### src/acle_consts.vh
// constants for the add-with-carry and logic execute datapath
`ifndef ACLE_CONSTS_VH
`define ACLE_CONSTS_VH

// =====================================================================
// opcode upper-byte patterns
`define ACLE_OP_ADDC_HI   7'h08
`define ACLE_OP_ANDF_HI   7'h05
`define ACLE_OP_ANDL      8'hb5
`define ACLE_DEST_BIT     8

// =====================================================================
// register offsets (byte addresses)
`define ACLE_OFF_INSN     8'h00
`define ACLE_OFF_WORKING_REGISTER     8'h04
`define ACLE_OFF_STATUS   8'h08
`define ACLE_OFF_FILE     8'h0c
`define ACLE_OFF_CTRL     8'h10

// =====================================================================
// status field positions
`define ACLE_ST_CARRY     0
`define ACLE_ST_DC        1
`define ACLE_ST_ZERO      2
`define ACLE_ST_OV        3
`define ACLE_ST_BUSY      4
`define ACLE_ST_ILLEGAL   5

// =====================================================================
// reset values
`define ACLE_WORKING_REGISTER_RST     8'h00
`define ACLE_FLAGS_RST    4'h0
`define ACLE_FILE_RST     8'h00

// =====================================================================
// phase timing
`define ACLE_PHASES       4

`endif

### src/acle_alu.v
// arithmetic and logic unit for the execute datapath
`timescale 1ns/1ns

module acle_alu
(
    // operands
    input  wire [7:0] a_in,
    input  wire [7:0] b_in,
    input  wire       carry_in,
    input  wire       sel_and,
    // results
    output reg  [7:0] result,
    output reg        carry_out,
    output reg        dc_out,
    output reg        ov_out,
    output wire       zero_out
);

    reg [4:0] low_sum;
    reg [8:0] full_sum;

    always @*
    begin
        low_sum   = {1'b0, a_in[3:0]} + {1'b0, b_in[3:0]} + {4'h0, carry_in};
        full_sum  = {1'b0, a_in} + {1'b0, b_in} + {8'h00, carry_in};
        carry_out = full_sum[8];
        dc_out    = low_sum[4];
        // signed overflow: same-sign inputs, different-sign sum
        ov_out    = (a_in[7] == b_in[7]) && (full_sum[7] != a_in[7]);
        if (sel_and)
            result = a_in & b_in;
        else
            result = full_sum[7:0];
    end

    assign zero_out = (result == 8'h00);

endmodule // acle_alu

### src/acle_exec.v
// execute datapath for add-with-carry and the two and instructions
// =====================================================================
// Notes on behaviour
// - add-with-carry 0001 000d ffff ffff: working+file+carry; sets ov, c, dc, z.
// - add-with-carry destination bit: 0 to working register, 1 to file.
// - and-literal 1011 0101 kkkk kkkk: working and literal to working; zero only.
// - and-with-file 0000 101d ffff ffff: working and file; zero flag only.
// - and-with-file destination bit: 0 to working register, 1 to file.
// =====================================================================
`timescale 1ns/1ns
`include "acle_consts.vh"

module acle_exec
(
    // clock and reset
    input  wire        aclk,
    input  wire        aresetn,
    // axi4-lite write address
    input  wire [7:0]  s_axi_awaddr,
    input  wire        s_axi_awvalid,
    output wire        s_axi_awready,
    // axi4-lite write data
    input  wire [31:0] s_axi_wdata,
    input  wire [3:0]  s_axi_wstrb,
    input  wire        s_axi_wvalid,
    output wire        s_axi_wready,
    // axi4-lite write response
    output reg  [1:0]  s_axi_bresp,
    output reg         s_axi_bvalid,
    input  wire        s_axi_bready,
    // axi4-lite read address
    input  wire [7:0]  s_axi_araddr,
    input  wire        s_axi_arvalid,
    output wire        s_axi_arready,
    // axi4-lite read data
    output reg  [31:0] s_axi_rdata,
    output reg  [1:0]  s_axi_rresp,
    output reg         s_axi_rvalid,
    input  wire        s_axi_rready
);

    // =================================================================
    // phase states
    localparam [4:0] PH_IDLE = 5'b00001;
    localparam [4:0] PH_DEC  = 5'b00010;
    localparam [4:0] PH_RD   = 5'b00100;
    localparam [4:0] PH_PROC = 5'b01000;
    localparam [4:0] PH_WR   = 5'b10000;

    reg [4:0]  phase_reg;
    reg [15:0] insn_reg;
    reg [7:0]  working_register_reg;
    reg [7:0]  file_reg;
    reg [7:0]  operand_reg;
    reg [7:0]  result_reg;
    reg        carry_flag_reg;
    reg        digit_carry_flag_reg;
    reg        zero_flag_reg;
    reg        overflow_flag_reg;
    reg        illegal_reg;
    reg        c_res_reg;
    reg        dc_res_reg;
    reg        ov_res_reg;
    reg        z_res_reg;
    reg        is_addc_reg;
    reg        is_andl_reg;
    reg        is_andf_reg;

    // =================================================================
    // axi4-lite slave: address and data captured independently
    reg        aw_hold_reg;
    reg [7:0]  aw_addr_reg;
    reg        w_hold_reg;
    reg [31:0] w_data_reg;
    reg [3:0]  w_strb_reg;

    assign s_axi_awready = ~aw_hold_reg & ~s_axi_bvalid;
    assign s_axi_wready  = ~w_hold_reg & ~s_axi_bvalid;
    assign s_axi_arready = ~s_axi_rvalid;

    wire wr_fire = aw_hold_reg & w_hold_reg & ~s_axi_bvalid;
    wire busy    = (phase_reg != PH_IDLE);

    wire wr_insn = wr_fire && aw_addr_reg == `ACLE_OFF_INSN && w_strb_reg[1:0] == 2'b11;
    wire wr_ok   = aw_addr_reg == `ACLE_OFF_INSN || aw_addr_reg == `ACLE_OFF_WORKING_REGISTER ||
                   aw_addr_reg == `ACLE_OFF_STATUS || aw_addr_reg == `ACLE_OFF_FILE ||
                   aw_addr_reg == `ACLE_OFF_CTRL;
    wire sw_wr   = wr_fire & ~busy;

    always @(posedge aclk)
    begin
        if (!aresetn)
        begin
            aw_hold_reg  <= 1'b0;
            aw_addr_reg  <= 8'h00;
            w_hold_reg   <= 1'b0;
            w_data_reg   <= 32'h0000_0000;
            w_strb_reg   <= 4'h0;
            s_axi_bvalid <= 1'b0;
            s_axi_bresp  <= 2'b00;
        end
        else
        begin
            if (s_axi_awvalid && s_axi_awready)
            begin
                aw_hold_reg <= 1'b1;
                aw_addr_reg <= s_axi_awaddr;
            end
            if (s_axi_wvalid && s_axi_wready)
            begin
                w_hold_reg <= 1'b1;
                w_data_reg <= s_axi_wdata;
                w_strb_reg <= s_axi_wstrb;
            end
            if (wr_fire)
            begin
                aw_hold_reg  <= 1'b0;
                w_hold_reg   <= 1'b0;
                s_axi_bvalid <= 1'b1;
                // slverr on unmapped address or write while executing
                s_axi_bresp  <= (wr_ok && !busy) ? 2'b00 : 2'b10;
            end
            else if (s_axi_bvalid && s_axi_bready)
                s_axi_bvalid <= 1'b0;
        end
    end

    // =================================================================
    // read channel
    reg [31:0] rd_mux;
    reg        rd_ok;

    always @*
    begin
        rd_ok  = 1'b1;
        rd_mux = 32'h0000_0000;
        case (s_axi_araddr)
            `ACLE_OFF_INSN:   rd_mux = {16'h0000, insn_reg};
            `ACLE_OFF_WORKING_REGISTER:   rd_mux = {24'h000000, working_register_reg};
            `ACLE_OFF_STATUS: rd_mux = {26'h0, illegal_reg, busy, overflow_flag_reg,
                                        zero_flag_reg, digit_carry_flag_reg,
                                        carry_flag_reg};
            `ACLE_OFF_FILE:   rd_mux = {24'h000000, file_reg};
            `ACLE_OFF_CTRL:   rd_mux = 32'h0000_0000;
            default:          rd_ok  = 1'b0;
        endcase
    end

    always @(posedge aclk)
    begin
        if (!aresetn)
        begin
            s_axi_rvalid <= 1'b0;
            s_axi_rdata  <= 32'h0000_0000;
            s_axi_rresp  <= 2'b00;
        end
        else if (s_axi_arvalid && s_axi_arready)
        begin
            s_axi_rvalid <= 1'b1;
            s_axi_rdata  <= rd_mux;
            s_axi_rresp  <= rd_ok ? 2'b00 : 2'b10;
        end
        else if (s_axi_rvalid && s_axi_rready)
            s_axi_rvalid <= 1'b0;
    end

    // =================================================================
    // alu
    wire [7:0] alu_res;
    wire       alu_c;
    wire       alu_dc;
    wire       alu_ov;
    wire       alu_z;

    acle_alu u_alu
    (
        .a_in      (working_register_reg),
        .b_in      (operand_reg),
        .carry_in  (is_addc_reg & carry_flag_reg),
        .sel_and   (~is_addc_reg),
        .result    (alu_res),
        .carry_out (alu_c),
        .dc_out    (alu_dc),
        .ov_out    (alu_ov),
        .zero_out  (alu_z)
    );

    wire dest_file = insn_reg[`ACLE_DEST_BIT];

    // =================================================================
    // four-phase instruction cycle and architectural state
    always @(posedge aclk)
    begin
        if (!aresetn)
        begin
            phase_reg            <= PH_IDLE;
            insn_reg             <= 16'h0000;
            working_register_reg <= `ACLE_WORKING_REGISTER_RST;
            file_reg             <= `ACLE_FILE_RST;
            operand_reg          <= 8'h00;
            result_reg           <= 8'h00;
            {overflow_flag_reg, zero_flag_reg, digit_carry_flag_reg, carry_flag_reg}
                                 <= `ACLE_FLAGS_RST;
            {c_res_reg, dc_res_reg, ov_res_reg, z_res_reg} <= 4'h0;
            {is_addc_reg, is_andl_reg, is_andf_reg}         <= 3'b000;
            illegal_reg          <= 1'b0;
        end
        else
        begin
            case (phase_reg)
                PH_IDLE:
                begin
                    if (sw_wr && wr_insn)
                    begin
                        insn_reg  <= w_data_reg[15:0];
                        phase_reg <= PH_DEC;
                    end
                    else if (sw_wr && aw_addr_reg == `ACLE_OFF_WORKING_REGISTER && w_strb_reg[0])
                        working_register_reg <= w_data_reg[7:0];
                    else if (sw_wr && aw_addr_reg == `ACLE_OFF_FILE && w_strb_reg[0])
                        file_reg <= w_data_reg[7:0];
                    else if (sw_wr && aw_addr_reg == `ACLE_OFF_STATUS && w_strb_reg[0])
                        {overflow_flag_reg, zero_flag_reg, digit_carry_flag_reg,
                         carry_flag_reg} <= w_data_reg[3:0];
                end
                // decode
                PH_DEC:
                begin
                    is_addc_reg <= insn_reg[15:9] == `ACLE_OP_ADDC_HI;
                    is_andl_reg <= insn_reg[15:8] == `ACLE_OP_ANDL;
                    is_andf_reg <= insn_reg[15:9] == `ACLE_OP_ANDF_HI;
                    phase_reg   <= PH_RD;
                end
                // read operand: literal or file register
                PH_RD:
                begin
                    illegal_reg <= ~(is_addc_reg | is_andl_reg | is_andf_reg);
                    operand_reg <= is_andl_reg ? insn_reg[7:0] : file_reg;
                    phase_reg   <= PH_PROC;
                end
                // process data
                PH_PROC:
                begin
                    result_reg <= alu_res;
                    c_res_reg  <= alu_c;
                    dc_res_reg <= alu_dc;
                    ov_res_reg <= alu_ov;
                    z_res_reg  <= alu_z;
                    phase_reg  <= PH_WR;
                end
                // write destination and flags
                PH_WR:
                begin
                    phase_reg <= PH_IDLE;
                    if (is_addc_reg)
                    begin
                        carry_flag_reg       <= c_res_reg;
                        digit_carry_flag_reg <= dc_res_reg;
                        overflow_flag_reg    <= ov_res_reg;
                        zero_flag_reg        <= z_res_reg;
                    end
                    else if (is_andl_reg || is_andf_reg)
                        zero_flag_reg <= z_res_reg;
                    if ((is_addc_reg || is_andf_reg) && dest_file)
                        file_reg <= result_reg;
                    else if (is_addc_reg || is_andf_reg || is_andl_reg)
                        working_register_reg <= result_reg;
                end
                default:
                    phase_reg <= PH_IDLE;
            endcase
        end
    end

endmodule // acle_exec

### config.mk
export PLATFORM = sky130hd
export DESIGN_NAME = acle_exec
export DESIGN_NICKNAME = d
export VERILOG_FILES = /design/src/acle_alu.v /design/src/acle_exec.v
export VERILOG_INCLUDE_DIRS = /design/src
export SDC_FILE = /design/constraint.sdc
export NUM_CORES = 1
export LEC_CHECK = 0
export ABC_AREA = 1
export BUFFER_PORTS_ARGS = -buffer_cell sky130_fd_sc_hd__buf_4
export CAP_MARGIN = 30
export CORE_UTILIZATION = 33
export CTS_BUF_LIST = sky130_fd_sc_hd__clkbuf_16
export DETAILED_ROUTE_END_ITERATION = 16
export PLACE_DENSITY = 0.53
export SLEW_MARGIN = 20
export SYNTH_ARGS = -nofsm -noshare
export SYNTH_HDL_FRONTEND = slang
export SYNTH_SLANG_ARGS = --single-unit
### constraint.sdc
create_clock -name aclk -period 6.39 [get_ports aclk]
set_input_delay 0 -clock aclk [delete_from_list [all_inputs] [get_ports aclk]]
set_output_delay 0 -clock aclk [all_outputs]
set_load 0.01 [all_outputs]
## After elaboration in Yosys (flattened, before gate mapping)

Index checks and enable logic that the tools add are counted.

| word-level totals | value |
|---|---|
| logic and storage cells | 165 |
| output and inout port bits | 41 |
| input port bits | 59 |
| bits in registers | 131 |

| cells by class | value |
|---|---|
| bitwise logic cells | 16 |
| mux-type cells | 47 |
| reductions and logical operators | 38 |
| equality and inequality tests | 32 |
| $add $sub $neg | 4 |

Operators by type and width:

| cell | number |
|---|---|
| 2-to-1 mux 8 bit | 10 |
| one-hot mux 16 bit (4 select lines) | 1 |
| == test 8 x 4 -> 1 bit (second input constant) | 4 |
| one-hot mux 8 bit (2 select lines) | 2 |
| 2-to-1 mux 1 bit | 26 |
| zero test 8 bit | 3 |
| inequality test 2 bit (second input constant) | 11 |
| one-hot mux 5 bit (4 select lines) | 1 |
| logical AND 1 bit | 17 |
| == test 8 x 3 -> 1 bit (second input constant) | 2 |
| == test 8 x 5 -> 1 bit (second input constant) | 2 |
| AND reduction 6 bit | 2 |
| AND reduction 5 bit | 2 |
| adder 8 x 8 -> 9 bit | 1 |
| adder 9 x 1 -> 9 bit | 1 |
| bitwise AND 8 bit | 1 |
| == test 8 bit (second input constant) | 1 |
| one-hot mux 1 bit (2 select lines) | 4 |
| == test 7 x 3 -> 1 bit (second input constant) | 1 |
| == test 7 x 4 -> 1 bit (second input constant) | 1 |
| logical OR 1 bit | 7 |
| NOT 1 bit | 7 |
| bitwise AND 1 bit | 6 |
| nonzero test 2 bit | 3 |
| other kinds (19) | 21 |

## Logic depth before layout (Yosys ltp)

| logic depth | value |
|---|---|
| depth after elaboration | 10 |
| mapped depth | 15 |
| mapped depth without buffers | 14 |

## Modules after synthesis

From an unflattened synthesis, not the netlist that was laid out.

| unflattened totals | value |
|---|---|
| cells, all modules | 786 |
| area total of the unflattened synthesis | 5575.3 sq um |

Modules (own cells, without submodules):

| module | cells each | area each (sq um) | instances |
|---|---|---|---|
| acle_exec | 684 | 4967.3 | 1 |
| acle_alu | 102 | 608.1 | 1 |

## Worst setup path after synthesis

OpenSTA, ideal clock, no wires.

| timing | value |
|---|---|
| path type | register to register |
| start point | reg is_addc_reg |
| end point | reg z_res_reg |
| setup slack | 4.250 ns |
| path buffers | 1 |
| data arrival time | 2.069 ns |
| period minus slack after synthesis | 2.140 ns |
| stages on the path, launching flop included | 13 |
| cells stage by stage | dfxtp_1 > buf_2 > nand2_1 > inv_1 > fa_1 > fa_1 > o21ai_0 > nand2_1 > nor2_1 > nand3_1 > nor2_1 > nand2_1 > a21oi_1 |

| on the way | value |
|---|---|
| longest elaborated chain between the ends | 4 |

Ends and longest elaborated chain:

| what | RTL line | RTL |
|---|---|---|
| start, declared | acle_exec.v:65 | `reg is_addc_reg;` |
| start signal, assigned | acle_exec.v:229 | `` is_addc_reg <= insn_reg[15:9] == `ACLE_OP_ADDC_HI; `` |
| bitwise AND 1 bit | acle_exec.v:179 | `.carry_in (is_addc_reg & carry_flag_reg),` |
| adder 9 x 1 -> 9 bit | acle_alu.v:25 | `full_sum = {1'b0, a_in} + {1'b0, b_in} + {8'h00, carry_in};` |
| 2-to-1 mux 8 bit (*) | acle_alu.v:30 | `if (sel_and)` |
| zero test 8 bit (*) | acle_alu.v:36 | `assign zero_out = (result == 8'h00);` |
| end signal, assigned | acle_exec.v:248 | `z_res_reg <= alu_z;` |
| end, declared | acle_exec.v:64 | `reg z_res_reg;` |

Mark *: on every way between the ends. The rest lies on a longest branch, timed or not.
A chain may end at the register's enable or synchronous reset.

## Worst setup path in the final report

Ends and elaborated chain as after synthesis.

==> impl_metrics.env <==
export IMPL_wl_per_cell_um=13.39
export IMPL_stdcell_count=1083
export IMPL_min_from="s_axi_araddr[3]"
export IMPL_drt_pass1_iterations=4
export IMPL_setup_viol=0
export IMPL_place_gp_congestion=0.8154
export IMPL_end_kind="flop"
export IMPL_cts_tree="done"
export IMPL_reg2reg_depth=11
export IMPL_worstHoldEndpoint="s_axi_rdata[11]"
export IMPL_critPathKind="reg -> reg"
export IMPL_core_um2=16060
export IMPL_antenna_left=0
export IMPL_drt_total_wl_um=14500
export IMPL_synth_seq_cells=113
export IMPL_cp_max_fo=11
export IMPL_top_layer="met4"
export IMPL_min_path_type="in -> reg"
export IMPL_holdWs_ns=0.02828
export IMPL_hpwlAfterDp_um=10220
export IMPL_whs_path_depth=6
export IMPL_viasPerCell=4.662
export IMPL_start_util_pct=34.21
export IMPL_final_hold_violation_count=0
export IMPL_core_rowCount=46
export IMPL_diodes=0
export IMPL_clk_pin_slew_ns=0.06
export IMPL_grt_first_pass_wirelength_um=23470
export IMPL_crit_path_start_kind="flop"
export IMPL_io_pins=100
export IMPL_worst_pin_slew_ns=0.9062
export IMPL_drtIter0Drc=299
export IMPL_grt_pass1_vias=4631
export IMPL_vdd_drop_max_mv=0.2032
export IMPL_wl_met2_um=6778
export IMPL_track_usage_pct=18.20
export IMPL_cts_buffers=17
export IMPL_regArea_um2=2262
export IMPL_multiInputGateArea_um2=2670
export IMPL_final_common_cell="nand2_1"
export IMPL_yosysSeqAreaShare_pct=41.18
export IMPL_grt_setup_unrepaired="false"
export IMPL_post_cts_buffers=0
export IMPL_syn_inst=771
export IMPL_crit_required_ns=6.74
export IMPL_m1WireLength_um=7075
export IMPL_clk_latency_ns=0.42
export IMPL_vias=5049
export IMPL_post_synth_cell_area_avg_um2=7.126
export IMPL_area_growth_pct=25.42
export IMPL_die_area_um2=17170
export IMPL_pwr_density_cell_nw_per_um2=258.3
export IMPL_dpl_worst_slack_ns=3.937
export IMPL_nets=923
export IMPL_worst_slack_ns=3.901
export IMPL_finalSetupTns_ns=0
export IMPL_yosysUniqueCellTypes=41
export IMPL_drc=0
export IMPL_grt_overflow_total=0
export IMPL_grt_max_degree=79
export IMPL_cp_arrival_ns=2.84
export IMPL_dieHeight_um=131.0
export IMPL_period_needed_ns=2.489
export IMPL_r2r_end="z_res_reg"
export IMPL_layout_common_cells="144 x nand2_1, 113 x dfxtp_1, 110 x nor2_1, 82 x inv_1, 82 x o21ai_0"
export IMPL_max_freq_mhz=401.8
export IMPL_p_leak_nw=2.954
export IMPL_drv_cap=0
export IMPL_fin_crit_sh_pct=38.95
export IMPL_yosys_warnings=0
export IMPL_max_slew_margin_rel_pct=39.13
export IMPL_clockBufferDepth=2
export IMPL_drive_gt1_share_pct=15.34
export IMPL_worstReg2RegStart="is_addc_reg"
export IMPL_antenna_found_initial=0
export IMPL_drv_slew=0
export IMPL_wl_met3_um=508
export IMPL_cts_root_buf="clkbuf_16"
export IMPL_portBuffers=63
export IMPL_nFillCells=1696
export IMPL_netlist_area_um2=5494
export IMPL_numClockSinks=113
export IMPL_r2r_setup_slack_ns=3.90
export IMPL_die_w_um=131.0
export IMPL_status="completed"
export IMPL_skew_ns=0.004918
export IMPL_dp_cells=1020
export IMPL_htreeDepth=4
-- critical path, cell delays in order (launching register included) --
cell	delay (ns)
dfxtp_1	0.46
nand2_1	0.12
inv_1	0.06
fa_1	0.46
fa_1	0.46
o21ai_0	0.22
nand2_1	0.08
nor2_1	0.15
nand3_1	0.13
nor2_1	0.10
nand2_1	0.06
a21oi_1	0.11
-- synthesized netlist by cell type --
cell / instances / area, um^2
a211oi_1: 18 / 135.1
a21oi_1: 48 / 240.2
a31oi_1: 10 / 62.56
buf_1: 2 / 7.510
buf_12: 1 / 20.02
buf_2: 8 / 40.04
buf_4: 18 / 135.1
buf_6: 2 / 22.52
clkbuf_1: 17 / 63.81
clkinv_1: 2 / 7.510
conb_1: 1 / 3.750
dfxtp_1: 113 / 2262
fa_1: 2 / 40.04
ha_1: 8 / 100.1
inv_1: 82 / 307.8
inv_2: 4 / 15.01
inv_4: 1 / 6.260
nand2_1: 144 / 540.5
nand2_2: 3 / 18.77
nand2_4: 2 / 22.52
nand3_1: 41 / 205.2
nand3_2: 2 / 20.02
nand3b_1: 2 / 15.01
nand4_1: 4 / 25.02
nand4_2: 1 / 12.51
nand4_4: 1 / 21.27
nor2_1: 110 / 412.9
nor2_2: 11 / 68.82
nor2_4: 4 / 45.04
nor3_1: 7 / 35.03
nor3_2: 3 / 30.03
nor3_4: 1 / 16.27
nor4_1: 4 / 25.02
nor4_4: 1 / 21.27
o211a_1: 1 / 10.01
o211ai_1: 4 / 30.03
o21a_1: 1 / 7.510
o21ai_0: 82 / 410.4
o21ai_1: 2 / 10.01
o21ai_2: 1 / 8.760
or2_2: 2 / 12.51
-- per-layer routing --
layer | up-vias | track usage, %
met5 | - | 0
met4 | 0 | 5.341
met3 | 9 | 4.438
met2 | 91 | 29.66
met1 | 2297 | 23.75
li1 | 2652 | -
-- what timing repair did --
action                    4_1_cts  5_1_grt
hold buffers                   31        0
hold endpoints to repair       37        0
gates resized for setup         0        0
-- logic make-up (layout without fill, tap and decap cells) --
logic type / count (synthesis) / after routing / synth area share (%)
and+or+nand+nor: 343 / 343 / 28.17
AOI/OAI and AO/OA: 167 / 167 / 16.65
buffers and inverters: 137 / 216 / 11.39
DFF: 113 / 113 / 41.18
adders and majority gates: 10 / 10 / 2.551
other: 1 / 18 / 0.06826
-- cell type report --
| class | instances | area share [%] |
|---|---|---|
| Clock buffer | 17 | 6.174 |
| Timing Repair Buffer | 95 | 11.48 |
| Clock inverter | 15 | 1.961 |
| Tap cell | 216 | 3.922 |
| Inverter | 89 | 4.885 |
| Sequential cell | 113 | 32.83 |
| Multi-Input combinational cell | 538 | 38.75 |
-- worst max path at each step --
stage	end	from
after global routing	overflow_flag_reg	aw_addr_reg[5]
after global placement	z_res_reg	is_addc_reg
after detailed placement	z_res_reg	is_addc_reg
after floorplan	z_res_reg	is_addc_reg
after CTS	z_res_reg	is_addc_reg
final	z_res_reg	is_addc_reg
-- stage by stage --
stage	cell area [um^2]	utilization [%]	total power [mW]
after floorplan	5558	-	0.8437
after global placement	6020	37.49	0.8876
after detailed placement	6020	37.49	0.8885
after CTS	6890	42.91	1.795
after global routing	6890	42.91	1.856
final	6890	42.91	1.780
-- power breakdown --
| group | total [mW] | internal [mW] | switching, mW |
|---|---|---|---|
| sequential | 0.744 | 0.728 | 0.0161 |
| combinational | 0.142 | 0.0610 | 0.0815 |
| clock | 0.893 | 0.536 | 0.357 |
| total | 1.78 | 1.33 | 0.454 |
Power figures use the tool's default switching activity.
